<file path="config.mk">
export PLATFORM = sky130hd
export DESIGN_NAME = flash_protection_override_cmd
export DESIGN_NICKNAME = d
export VERILOG_FILES = /design/src/rtl/flash_protection_override_cmd.v
export VERILOG_INCLUDE_DIRS = /design/src /design/src/rtl
export SDC_FILE = /design/constraint.sdc
export NUM_CORES = 1
export LEC_CHECK = 0
export BUFFER_PORTS_ARGS = -buffer_cell sky130_fd_sc_hd__buf_2
export CAP_MARGIN = 15
export CORE_MARGIN = 2
export CORE_UTILIZATION = 60
export CTS_CLUSTER_SIZE = 16
export DETAILED_ROUTE_END_ITERATION = 12
export GPL_TIMING_DRIVEN = 0
export PLACE_DENSITY = 0.83
export SETUP_SLACK_MARGIN = 0.15
export SYNTH_ARGS = -nofsm -noshare
export SYNTH_HDL_FRONTEND = slang
export SYNTH_SLANG_ARGS = --single-unit
export TNS_END_PERCENT = 5
</file>
<file path="constraint.sdc">
create_clock -name clk -period 7.9 [get_ports clk]
set_clock_uncertainty 0.2 [all_clocks]
set_input_delay 1.975 -clock clk [delete_from_list [all_inputs] [get_ports clk]]
set_output_delay 1.975 -clock clk [all_outputs]
set_load 0.02 [all_outputs]
</file>
<file path="src/rtl/prot_override_defs.vh">
`ifndef PROT_OVERRIDE_DEFS_VH
`define PROT_OVERRIDE_DEFS_VH

// register byte offsets
`define OFS_COMMAND      8'h00
`define OFS_KEY_PARAM    8'h04
`define OFS_PFLASH_PARAM 8'h08
`define OFS_EEPROM_PARAM 8'h0c
`define OFS_PFLASH_PROT  8'h10
`define OFS_EEPROM_PROT  8'h14
`define OFS_PROT_STATUS  8'h18
`define OFS_FLASH_STATUS 8'h1c
`define OFS_CONFIG_KEY   8'h20

// command register fields
`define CMD_LAUNCH_BIT   0
`define CMD_SEL_LSB      4
`define CMD_IDX_LSB      8

// flash status fields
`define FLASH_STATUS_REG_DONE_BIT   7
`define FLASH_STATUS_REG_ACCESS_ERROR_FLAG_BIT 5

// protection status fields
`define PSTAT_OVRD_BIT   0

// constants
`define KEY_ERASED       16'hffff
`define IDX_KEY_ONLY     3'h1
`define IDX_PFLASH       3'h2
`define IDX_EEPROM       3'h3
`define SEL_NONE         2'h0
`define PFLASH_PROT_RST  8'h00
`define EEPROM_PROT_RST  8'h00
`define CONFIG_KEY_RST   16'hffff

// axi responses
`define RESP_OKAY        2'h0
`define RESP_SLVERR      2'h2

`endif

</file>
<file path="src/rtl/flash_protection_override_cmd.v">
// Summary of operation
// - key match saves both protection values then loads selected new ones
// - overridden protection values apply with no limit checks
// - successful override sets the override-active flag
// - key mismatch or all-ones key restores both and clears flag
// - erased stored key disables override until the config key register is written
// - launch with access error leaves both protection registers untouched
// - single save buffer overwritten on every override
// - restore discards direct writes made during override
// - restore loads saved values, never reset values
// - selection bit 1 chooses whether eeprom protection is loaded
// - access error when parameter index is not 001, 010 or 011
// - access error when command unavailable in current mode
// - access error on restore while override flag is clear
// - access error for selection 00 with index 010 or 011
// - access error for selection 00, index 001 and matching key
//
// Added by the designer: the register addresses and the AXI4-Lite interface to the registers.
`timescale 1ns/1ps
`include "prot_override_defs.vh"

module flash_protection_override_cmd (
    // clock and reset
    input  wire        clk,
    input  wire        reset,
    // operating mode gate
    input  wire        command_allowed,
    // axi4-lite write address
    input  wire [7:0]  s_axi_awaddr,
    input  wire        s_axi_awvalid,
    output wire        s_axi_awready,
    // axi4-lite write data
    input  wire [31:0] s_axi_wdata,
    input  wire [3:0]  s_axi_wstrb,
    input  wire        s_axi_wvalid,
    output wire        s_axi_wready,
    // axi4-lite write response
    output reg  [1:0]  s_axi_bresp,
    output reg         s_axi_bvalid,
    input  wire        s_axi_bready,
    // axi4-lite read address
    input  wire [7:0]  s_axi_araddr,
    input  wire        s_axi_arvalid,
    output wire        s_axi_arready,
    // axi4-lite read data
    output reg  [31:0] s_axi_rdata,
    output reg  [1:0]  s_axi_rresp,
    output reg         s_axi_rvalid,
    input  wire        s_axi_rready,
    // protection values for the flash array logic
    output wire [7:0]  pflash_protection,
    output wire [7:0]  eeprom_protection,
    output wire        override_active
);

    // mode gate is from another domain
    reg        allowed_meta_reg;
    reg        allowed_sync_reg;

    reg [7:0]  aw_addr_reg;
    reg        aw_full_reg;
    reg [31:0] w_data_reg;
    reg [3:0]  w_strb_reg;
    reg        w_full_reg;

    reg [2:0]  parameter_index_reg;
    reg [1:0]  update_select_reg;
    reg [15:0] key_param_reg;
    reg [7:0]  pflash_param_reg;
    reg [7:0]  eeprom_param_reg;
    reg [15:0] config_key_reg;

    reg [7:0]  pflash_protection_reg;
    reg [7:0]  eeprom_protection_reg;
    reg [7:0]  saved_pflash_reg;
    reg [7:0]  saved_eeprom_reg;
    reg        override_active_flag;
    reg        access_error_flag;

    wire       do_write;
    wire       launch;
    wire       idx_ok;
    wire       key_valid;
    wire       key_match;
    wire       restore_req;
    wire       launch_error;
    wire       grant;
    wire       restore;
    wire [31:0] cmd_word;
    wire [31:0] pstat_word;
    wire [31:0] flash_status_reg_word;

    wire       wr_command;
    wire       wr_pflash_prot;
    wire       wr_eeprom_prot;
    wire       wr_flash_status;

    wire       err_index;
    wire       err_mode;
    wire       err_no_saved;
    wire       err_sel_index;
    wire       err_sel_key;
    wire       load_pflash;
    wire       load_eeprom;

    wire [31:0] key_word;
    wire [31:0] pflash_param_word;
    wire [31:0] eeprom_param_word;
    wire [31:0] pflash_prot_word;
    wire [31:0] eeprom_prot_word;
    wire [31:0] config_word;

    reg  [31:0] rdata_next;
    reg  [1:0]  rresp_next;
    reg         wr_addr_mapped;

    always @(posedge clk) begin
        if (reset) begin
            allowed_meta_reg <= 1'b0;
            allowed_sync_reg <= 1'b0;
        end else begin
            allowed_meta_reg <= command_allowed;
            allowed_sync_reg <= allowed_meta_reg;
        end
    end

    // write channel capture, either order
    assign s_axi_awready = !aw_full_reg && !s_axi_bvalid;
    assign s_axi_wready  = !w_full_reg && !s_axi_bvalid;
    assign do_write      = aw_full_reg && w_full_reg && !s_axi_bvalid;

    // per-register write strobes
    assign wr_command      = do_write && (aw_addr_reg == `OFS_COMMAND);
    assign wr_pflash_prot  = do_write && (aw_addr_reg == `OFS_PFLASH_PROT);
    assign wr_eeprom_prot  = do_write && (aw_addr_reg == `OFS_EEPROM_PROT);
    assign wr_flash_status = do_write && (aw_addr_reg == `OFS_FLASH_STATUS);

    // unmapped offsets answer with an error response
    always @* begin
        wr_addr_mapped = 1'b0;
        case (aw_addr_reg)
            `OFS_COMMAND, `OFS_KEY_PARAM, `OFS_PFLASH_PARAM, `OFS_EEPROM_PARAM,
            `OFS_PFLASH_PROT, `OFS_EEPROM_PROT, `OFS_CONFIG_KEY,
            `OFS_PROT_STATUS, `OFS_FLASH_STATUS: begin
                wr_addr_mapped = 1'b1;
            end
            default: begin
                wr_addr_mapped = 1'b0;
            end
        endcase
    end

    always @(posedge clk) begin
        if (reset) begin
            aw_addr_reg <= 8'h00;
            aw_full_reg <= 1'b0;
            w_data_reg  <= 32'h00000000;
            w_strb_reg  <= 4'h0;
            w_full_reg  <= 1'b0;
        end else begin
            if (s_axi_awvalid && s_axi_awready) begin
                aw_addr_reg <= s_axi_awaddr;
                aw_full_reg <= 1'b1;
            end else if (do_write) begin
                aw_full_reg <= 1'b0;
            end
            if (s_axi_wvalid && s_axi_wready) begin
                w_data_reg <= s_axi_wdata;
                w_strb_reg <= s_axi_wstrb;
                w_full_reg <= 1'b1;
            end else if (do_write) begin
                w_full_reg <= 1'b0;
            end
        end
    end

    always @(posedge clk) begin
        if (reset) begin
            s_axi_bvalid <= 1'b0;
            s_axi_bresp  <= `RESP_OKAY;
        end else if (do_write) begin
            s_axi_bvalid <= 1'b1;
            s_axi_bresp  <= wr_addr_mapped ? `RESP_OKAY : `RESP_SLVERR;
        end else if (s_axi_bvalid && s_axi_bready) begin
            s_axi_bvalid <= 1'b0;
        end
    end

    // command launch decode
    assign launch      = wr_command && w_strb_reg[0] && w_data_reg[`CMD_LAUNCH_BIT];
    assign key_valid   = (key_param_reg != `KEY_ERASED);
    assign key_match   = key_valid && (config_key_reg != `KEY_ERASED)
                         && (key_param_reg == config_key_reg);
    assign restore_req = !key_match;
    assign idx_ok      = (parameter_index_reg == `IDX_KEY_ONLY)
                         || (parameter_index_reg == `IDX_PFLASH)
                         || (parameter_index_reg == `IDX_EEPROM);

    // error causes; any one blocks the launch
    assign err_index     = !idx_ok;
    assign err_mode      = !allowed_sync_reg;
    assign err_no_saved  = restore_req && !override_active_flag;
    assign err_sel_index = (update_select_reg == `SEL_NONE)
                           && (parameter_index_reg != `IDX_KEY_ONLY);
    assign err_sel_key   = (update_select_reg == `SEL_NONE)
                           && (parameter_index_reg == `IDX_KEY_ONLY) && key_match;
    assign launch_error  = err_index || err_mode || err_no_saved || err_sel_index
                           || err_sel_key;
    assign grant       = launch && !launch_error && key_match;
    assign restore     = launch && !launch_error && restore_req;
    assign load_pflash = grant && update_select_reg[0];
    assign load_eeprom = grant && update_select_reg[1];

    // parameter and configuration registers
    always @(posedge clk) begin
        if (reset) begin
            parameter_index_reg <= 3'h0;
            update_select_reg   <= 2'h0;
            key_param_reg       <= 16'h0000;
            pflash_param_reg    <= 8'h00;
            eeprom_param_reg    <= 8'h00;
            config_key_reg      <= `CONFIG_KEY_RST;
        end else if (do_write) begin
            case (aw_addr_reg)
                `OFS_COMMAND: begin
                    if (w_strb_reg[0]) begin
                        update_select_reg <= w_data_reg[`CMD_SEL_LSB +: 2];
                    end
                    if (w_strb_reg[1]) begin
                        parameter_index_reg <= w_data_reg[`CMD_IDX_LSB +: 3];
                    end
                end
                `OFS_KEY_PARAM: begin
                    if (w_strb_reg[0]) key_param_reg[7:0]  <= w_data_reg[7:0];
                    if (w_strb_reg[1]) key_param_reg[15:8] <= w_data_reg[15:8];
                end
                `OFS_PFLASH_PARAM: begin
                    if (w_strb_reg[0]) pflash_param_reg <= w_data_reg[7:0];
                end
                `OFS_EEPROM_PARAM: begin
                    if (w_strb_reg[0]) eeprom_param_reg <= w_data_reg[7:0];
                end
                `OFS_CONFIG_KEY: begin
                    if (w_strb_reg[0]) config_key_reg[7:0]  <= w_data_reg[7:0];
                    if (w_strb_reg[1]) config_key_reg[15:8] <= w_data_reg[15:8];
                end
                default: begin
                end
            endcase
        end
    end

    // protection registers, save buffer and flags
    always @(posedge clk) begin
        if (reset) begin
            pflash_protection_reg <= `PFLASH_PROT_RST;
            eeprom_protection_reg <= `EEPROM_PROT_RST;
            saved_pflash_reg      <= `PFLASH_PROT_RST;
            saved_eeprom_reg      <= `EEPROM_PROT_RST;
            override_active_flag  <= 1'b0;
            access_error_flag     <= 1'b0;
        end else begin
            if (launch) begin
                access_error_flag <= launch_error;
            end else if (wr_flash_status && w_strb_reg[0] && w_data_reg[`FLASH_STATUS_REG_ACCESS_ERROR_FLAG_BIT]) begin
                access_error_flag <= 1'b0;
            end
            if (grant) begin
                saved_pflash_reg <= pflash_protection_reg;
                saved_eeprom_reg <= eeprom_protection_reg;
                if (load_pflash) begin
                    pflash_protection_reg <= pflash_param_reg;
                end
                if (load_eeprom) begin
                    eeprom_protection_reg <= eeprom_param_reg;
                end
                override_active_flag <= 1'b1;
            end else if (restore) begin
                pflash_protection_reg <= saved_pflash_reg;
                eeprom_protection_reg <= saved_eeprom_reg;
                override_active_flag  <= 1'b0;
            end else if (do_write && w_strb_reg[0] && !launch) begin
                // direct writes; the !launch term keeps an erroneous launch out, so it changes nothing
                if (wr_pflash_prot) begin
                    pflash_protection_reg <= w_data_reg[7:0];
                end
                if (wr_eeprom_prot) begin
                    eeprom_protection_reg <= w_data_reg[7:0];
                end
            end
        end
    end

    // read channel
    assign s_axi_arready = !s_axi_rvalid;
    assign cmd_word   = {21'h000000, parameter_index_reg, 2'h0, update_select_reg, 4'h0};
    assign pstat_word = {31'h00000000, override_active_flag};
    assign flash_status_reg_word = {24'h000000, 1'b1, 1'b0, access_error_flag, 5'h00};
    assign key_word          = {16'h0000, key_param_reg};
    assign pflash_param_word = {24'h000000, pflash_param_reg};
    assign eeprom_param_word = {24'h000000, eeprom_param_reg};
    assign pflash_prot_word  = {24'h000000, pflash_protection_reg};
    assign eeprom_prot_word  = {24'h000000, eeprom_protection_reg};
    assign config_word       = {16'h0000, config_key_reg};

    // read word chosen from the address before it is registered
    always @* begin
        rdata_next = 32'h00000000;
        rresp_next = `RESP_OKAY;
        case (s_axi_araddr)
            `OFS_COMMAND:      rdata_next = cmd_word;
            `OFS_KEY_PARAM:    rdata_next = key_word;
            `OFS_PFLASH_PARAM: rdata_next = pflash_param_word;
            `OFS_EEPROM_PARAM: rdata_next = eeprom_param_word;
            `OFS_PFLASH_PROT:  rdata_next = pflash_prot_word;
            `OFS_EEPROM_PROT:  rdata_next = eeprom_prot_word;
            `OFS_PROT_STATUS:  rdata_next = pstat_word;
            `OFS_FLASH_STATUS: rdata_next = flash_status_reg_word;
            `OFS_CONFIG_KEY:   rdata_next = config_word;
            default: begin
                rdata_next = 32'h00000000;
                rresp_next = `RESP_SLVERR;
            end
        endcase
    end

    always @(posedge clk) begin
        if (reset) begin
            s_axi_rvalid <= 1'b0;
            s_axi_rdata  <= 32'h00000000;
            s_axi_rresp  <= `RESP_OKAY;
        end else if (s_axi_arvalid && s_axi_arready) begin
            s_axi_rvalid <= 1'b1;
            s_axi_rdata  <= rdata_next;
            s_axi_rresp  <= rresp_next;
        end else if (s_axi_rvalid && s_axi_rready) begin
            s_axi_rvalid <= 1'b0;
        end
    end

    assign pflash_protection = pflash_protection_reg;
    assign eeprom_protection = eeprom_protection_reg;
    assign override_active   = override_active_flag;

endmodule // flash_protection_override_cmd

</file>
# Word level (Yosys, flattened, before mapping)
# Index checks and enable logic that the tools add are counted.
[totals]
reg_bits = 155
inputBits = 60
output_inout_bits = 58
elab_cells = 146
[classes]
n_eq_ne = 25
muxes = 25
reduce_logical = 70
[ops]
columns = ["cell", "count"]
rows = [
  ["16-bit one-hot mux with 9 select lines", 1],
  ["8-bit 2-to-1 mux", 10],
  ["8-bit by 5-bit == test with 1-bit output, second input constant", 8],
  ["8-bit by 4-bit == test with 1-bit output, second input constant", 4],
  ["16-bit != test, second input constant", 2],
  ["1-bit logical AND", 30],
  ["3-bit AND reduction", 10],
  ["9-bit OR reduction", 2],
  ["16-bit == test", 1],
  ["8-bit by 3-bit == test with 1-bit output, second input constant", 2],
  ["8-bit by 6-bit == test with 1-bit output, second input constant", 2],
  ["8-bit logical NOT", 2],
  ["1-bit 2-to-1 mux", 12],
  ["2-bit nonzero test", 6],
  ["1-bit logical NOT", 10],
  ["3-bit nonzero test", 3],
  ["3-bit by 2-bit == test with 1-bit output, second input constant", 2],
  ["1-bit logical OR", 6],
  ["2-bit 2-to-1 mux", 2],
  ["2-bit by 1-bit != test with 1-bit output, second input constant", 2],
  ["3-bit by 1-bit == test with 1-bit output, second input constant", 1],
  ["3-bit by 1-bit != test with 1-bit output, second input constant", 1],
  ["2-bit logical NOT", 1],
]

# Depth between registers and ports, before layout
[depth]
depth_word = 14
mapped_depth = 9

# Worst setup path before layout
# Ideal clock, no wire load.
[synth_path]
path_kind = "in2reg"
from = "input port s_axi_araddr[5]"
to = "register s_axi_rdata[10]"
setup_time_ns = 0.086
arrival_time_ns = 3.441
setup_slack_ns = 4.173
path_stages = 6
path_cell_list = "nor3_1 -> and4b_1 -> clkbuf_1 -> clkbuf_1 -> a222oi_1 -> a211oi_1"
[synth_via]
elab_chain_len = 2
elab_cells_between_ends = 10
classes_between = "eq/ne: 8; mux: 1; reduce/logical: 1"
[synth_rtl]
columns = ["item", "line", "rtl"]
rows = [
  ["from (decl)", "flash_protection_override_cmd.v:42", "input wire [7:0] s_axi_araddr,"],
  ["8-bit by 6-bit == test with 1-bit output (tied with other cells)", "flash_protection_override_cmd.v:310", "case (s_axi_araddr)"],
  ["16-bit one-hot mux with 9 select lines *", "flash_protection_override_cmd.v:310", ""],
  ["to (signal assigned)", "flash_protection_override_cmd.v:334", "s_axi_rdata <= rdata_next;"],
  ["to (decl)", "flash_protection_override_cmd.v:46", "output reg [31:0] s_axi_rdata,"],
]
# Mark *: on every way between the ends. The rest lies on a longest branch, timed or not.
# A chain may end at the register's enable or synchronous reset.

# Final worst setup path
[layout_path]
from = "input port s_axi_araddr[5]"
to = "register s_axi_rdata[1]"
# The elaborated chain is that of the path after synthesis.

==> metrics.txt <==
wire length of the first global-routing pass between 20 and 30 mm; number of nets with antenna violations after detailed routing 0; Fmax 0.243 GHz; sequential fraction of design power approximately 43%; top cell family by delay on the critical path simple AND/OR/NAND/NOR gates; clock network fraction of total power approximately 50%; fraction of power spent switching nets about a quarter; Mapped Avg Cell Area about 8.7 sq um; effective utilization at floorplan between 60% and 70%; leakage power total approximately 2.9 nW; Port Buf Inserts 81; DRC violations left 0; GR Util All Layers approximately 34%; GPL Wtd Cong 1.01; Max rail drop VDD ~190 uV; Final Hold Violating Endpoints 0; die height around 110 um; setup repair after global routing missed its margin no; classification of the worst-slack hold path register to register; total inserted antenna cells 0; Clock Path Buffers 2; Max-cap violations 0; required time worst endpoint approximately 8000 ps; TritonCTS clock tree yes; capturing element type of the critical path register; drt total wl 19.2 mm; share of the synthesized area in the top cell type 42.7%; Detailed Place HPWL 13.5 mm; number of antenna violations at the first check in global routing 0; fraction of layout instances using a drive strength above 1 21.9%; final count of negative-setup-slack endpoints 0; area of the die 0.0115 sq mm; type of element launching the critical path primary input; number of max-slew violations in the final report 0; count of yosys warnings during synthesis 0; fillers a little under 800; slew margin rel. 26.2%; kind of critical path primary input to register; overall power approximately 1.7 mW; routed vias between 6k and 7k; synthesized instance count 737; CTS-repair resized insts 0; pin count of the biggest net entering global routing 17; number of buffers and inverters on the critical path 1; wire length per cell after detailed routing about 19 um; cell taking the most area after synthesis sky130_fd_sc_hd__dfxtp_1; ratio of final minimum period to clock period between 50% and 60%; worst skew pair latency 530 ps; critical path's largest stage delay between 800 and 900 ps; Min Clock Period, post-route between 4000 and 5000 ps; outcome finished clean; pwr dens roughly 220 mW/mm^2; clock input transition at the sequential cells of the worst setup and hold paths about 70 ps; clock root cell sky130_fd_sc_hd__clkbuf_8; most numerous cell in the Yosys netlist sky130_fd_sc_hd__dfxtp_1; I/O Pins 118; area taken by multi-input logic gates 0.00333 sq mm; number of global-route vias before repair between 5k and 6k; fraction of the core area covered by cells at the end of the flow about three quarters; mapped cell area ~0.0064 sq mm; logic gate share of total power 7.9%; first-pass iteration count of the detailed router 5; # rows 37; critical-path maximum fanout 7; final net count 914; Post-synth EDFFs 0; worst-path cell chain buf_2, nor3_1, nand2b_1, nor3_1, a22oi_1, nand3_1, o21ai_0, nor2_1; DRT iter0 DRCs about 550; total negative slack for setup checks 0 ps; worst-path cell with the longest stage delay sky130_fd_sc_hd__nor3_1; Post CTS Setup Buffer Count 0; top cells by count, synth sky130_fd_sc_hd__dfxtp_1 (137), sky130_fd_sc_hd__nor2_1 (100), sky130_fd_sc_hd__nand2_1 (91), sky130_fd_sc_hd__a21oi_1 (58), sky130_fd_sc_hd__mux2i_1 (49); Clock Sink Count roughly 140; Least-Margin Pin Slew 1100 ps; width of the die around 110 um; hold buffer count at CTS 0; count of different cell masters after synthesis between 50 and 60; sequential share of the synthesized area 42.7%; top_reg_cell synth sky130_fd_sc_hd__dfxtp_1; number of buffers inserted during clock tree synthesis 17; fraction of registers with async set/reset 0%; area of the core ~0.010 sq mm; Pint 1.25 mW; post-synthesis register bit count approximately 140; most used cell along the critical path sky130_fd_sc_hd__nor3_1; biggest area contributors in the synthesized netlist sky130_fd_sc_hd__dfxtp_1 (43%), sky130_fd_sc_hd__mux2i_1 (7.6%), sky130_fd_sc_hd__nor2_1 (5.8%), sky130_fd_sc_hd__nand2_1 (5.3%), sky130_fd_sc_hd__a21oi_1 (4.5%); ratio of routed vias to standard cells a little over 6; maximum level of the CTS H-tree 4; arrival time of data at the critical path endpoint ~4400 ps; FF+latch area 0.00274 sq mm; Sw Pwr roughly 0.42 mW; GR Overflow Total 0; Area Overhead vs Synth 19.5%
==> stage by stage <==
step / instance area, sq um / hold WS (ps) / cells / setup slack [ps]
3_5_place_dp: 7060 / 231 / 971 / 3400
4_1_cts: 7670 / 253 / 1003 / 3940
2_1_floorplan: 6480 / 214 / 754 / 4170
5_1_grt: 7670 / 278 / 1003 / 3700
6_report: 7670 / 249 / 1003 / 3780
3_3_place_gp: 7060 / 233 / 971 / 3470
==> final cells by class <==
type,instances,area share [%]
multi-input combinational,536,43.5
clock buffer,19,5.76
inverter,19,0.930
sequential,137,35.8
timing repair buffer,81,5.29
clock inverter,13,2.20
buffer,62,4.36
tap,136,2.22
==> layer usage <==
metal	track usage, %	share of wire (%)	wire length, um	vias up
met5	0	0	0	-
met4	14.3	3.1	601	0
met3	7.75	11	2170	63
met2	55.0	46	8890	417
met1	42.4	39	7540	2825
li1	-	-	-	2782
==> logic make-up (layout without fill, tap and decap cells) <==
kind of cell	Yosys count	count (layout)	share of synthesized area [%]
buffers and inverters	81	194	6.32
xor gates and xnor gates	16	16	2.18
muxes	65	65	10.4
AOI/OAI and AO/OA	156	156	16.6
and+or+nand+nor	281	281	21.7
other	1	18	0.0584
DFF	137	137	42.7
==> power groups by stage <==
stage	combinational [mW]	sequential (mW)	clock (mW)
after global routing	0.144	0.726	0.844
final	0.132	0.725	0.816
after floorplan	0.0800	0.742	0
after CTS	0.130	0.724	0.811
after detailed placement	0.129	0.739	0
after global placement	0.125	0.738	0
==> layout by cell type (no fill, tap or decap), drive strengths merged, types with 3 or more instances in the layout <==
cell | synthesis | layout
a211o | 17 | 17
a211oi | 8 | 8
a21oi | 59 | 59
a221oi | 12 | 12
a222oi | 5 | 5
a22oi | 11 | 11
a311oi | 3 | 3
and2 | 3 | 3
and4 | 3 | 3
buf | 30 | 111
bufinv | 0 | 3
clkbuf | 32 | 51
clkinv | 0 | 4
clkinvlp | 0 | 4
conb | 1 | 18
dfxtp | 137 | 137
inv | 19 | 21
mux2 | 16 | 16
mux2i | 49 | 49
nand2 | 91 | 91
nand2b | 3 | 3
nand3 | 7 | 7
nand3b | 3 | 3
nand4 | 15 | 15
nor2 | 100 | 100
nor2b | 18 | 18
nor3 | 11 | 11
nor3b | 3 | 3
nor4 | 9 | 9
o21ai | 35 | 35
or3 | 4 | 4
xnor2 | 16 | 16
==> path summary, 6_finish.rpt <==
path,from,to,slack (ps),cells after the start
min reg2reg,allowed_meta_reg$_SDFF_PP0_,allowed_sync_reg$_SDFF_PP0_,250,1
max,s_axi_araddr[5],s_axi_rdata[1]$_SDFFE_PP0P_,3780,8
max reg2reg,key_param_reg[1]$_SDFFE_PP0P_,saved_pflash_reg[2]$_SDFFE_PP0P_,4390,8
min,allowed_meta_reg$_SDFF_PP0_,allowed_sync_reg$_SDFF_PP0_,250,1
Note: power is estimated with default switching activity, not from simulation.
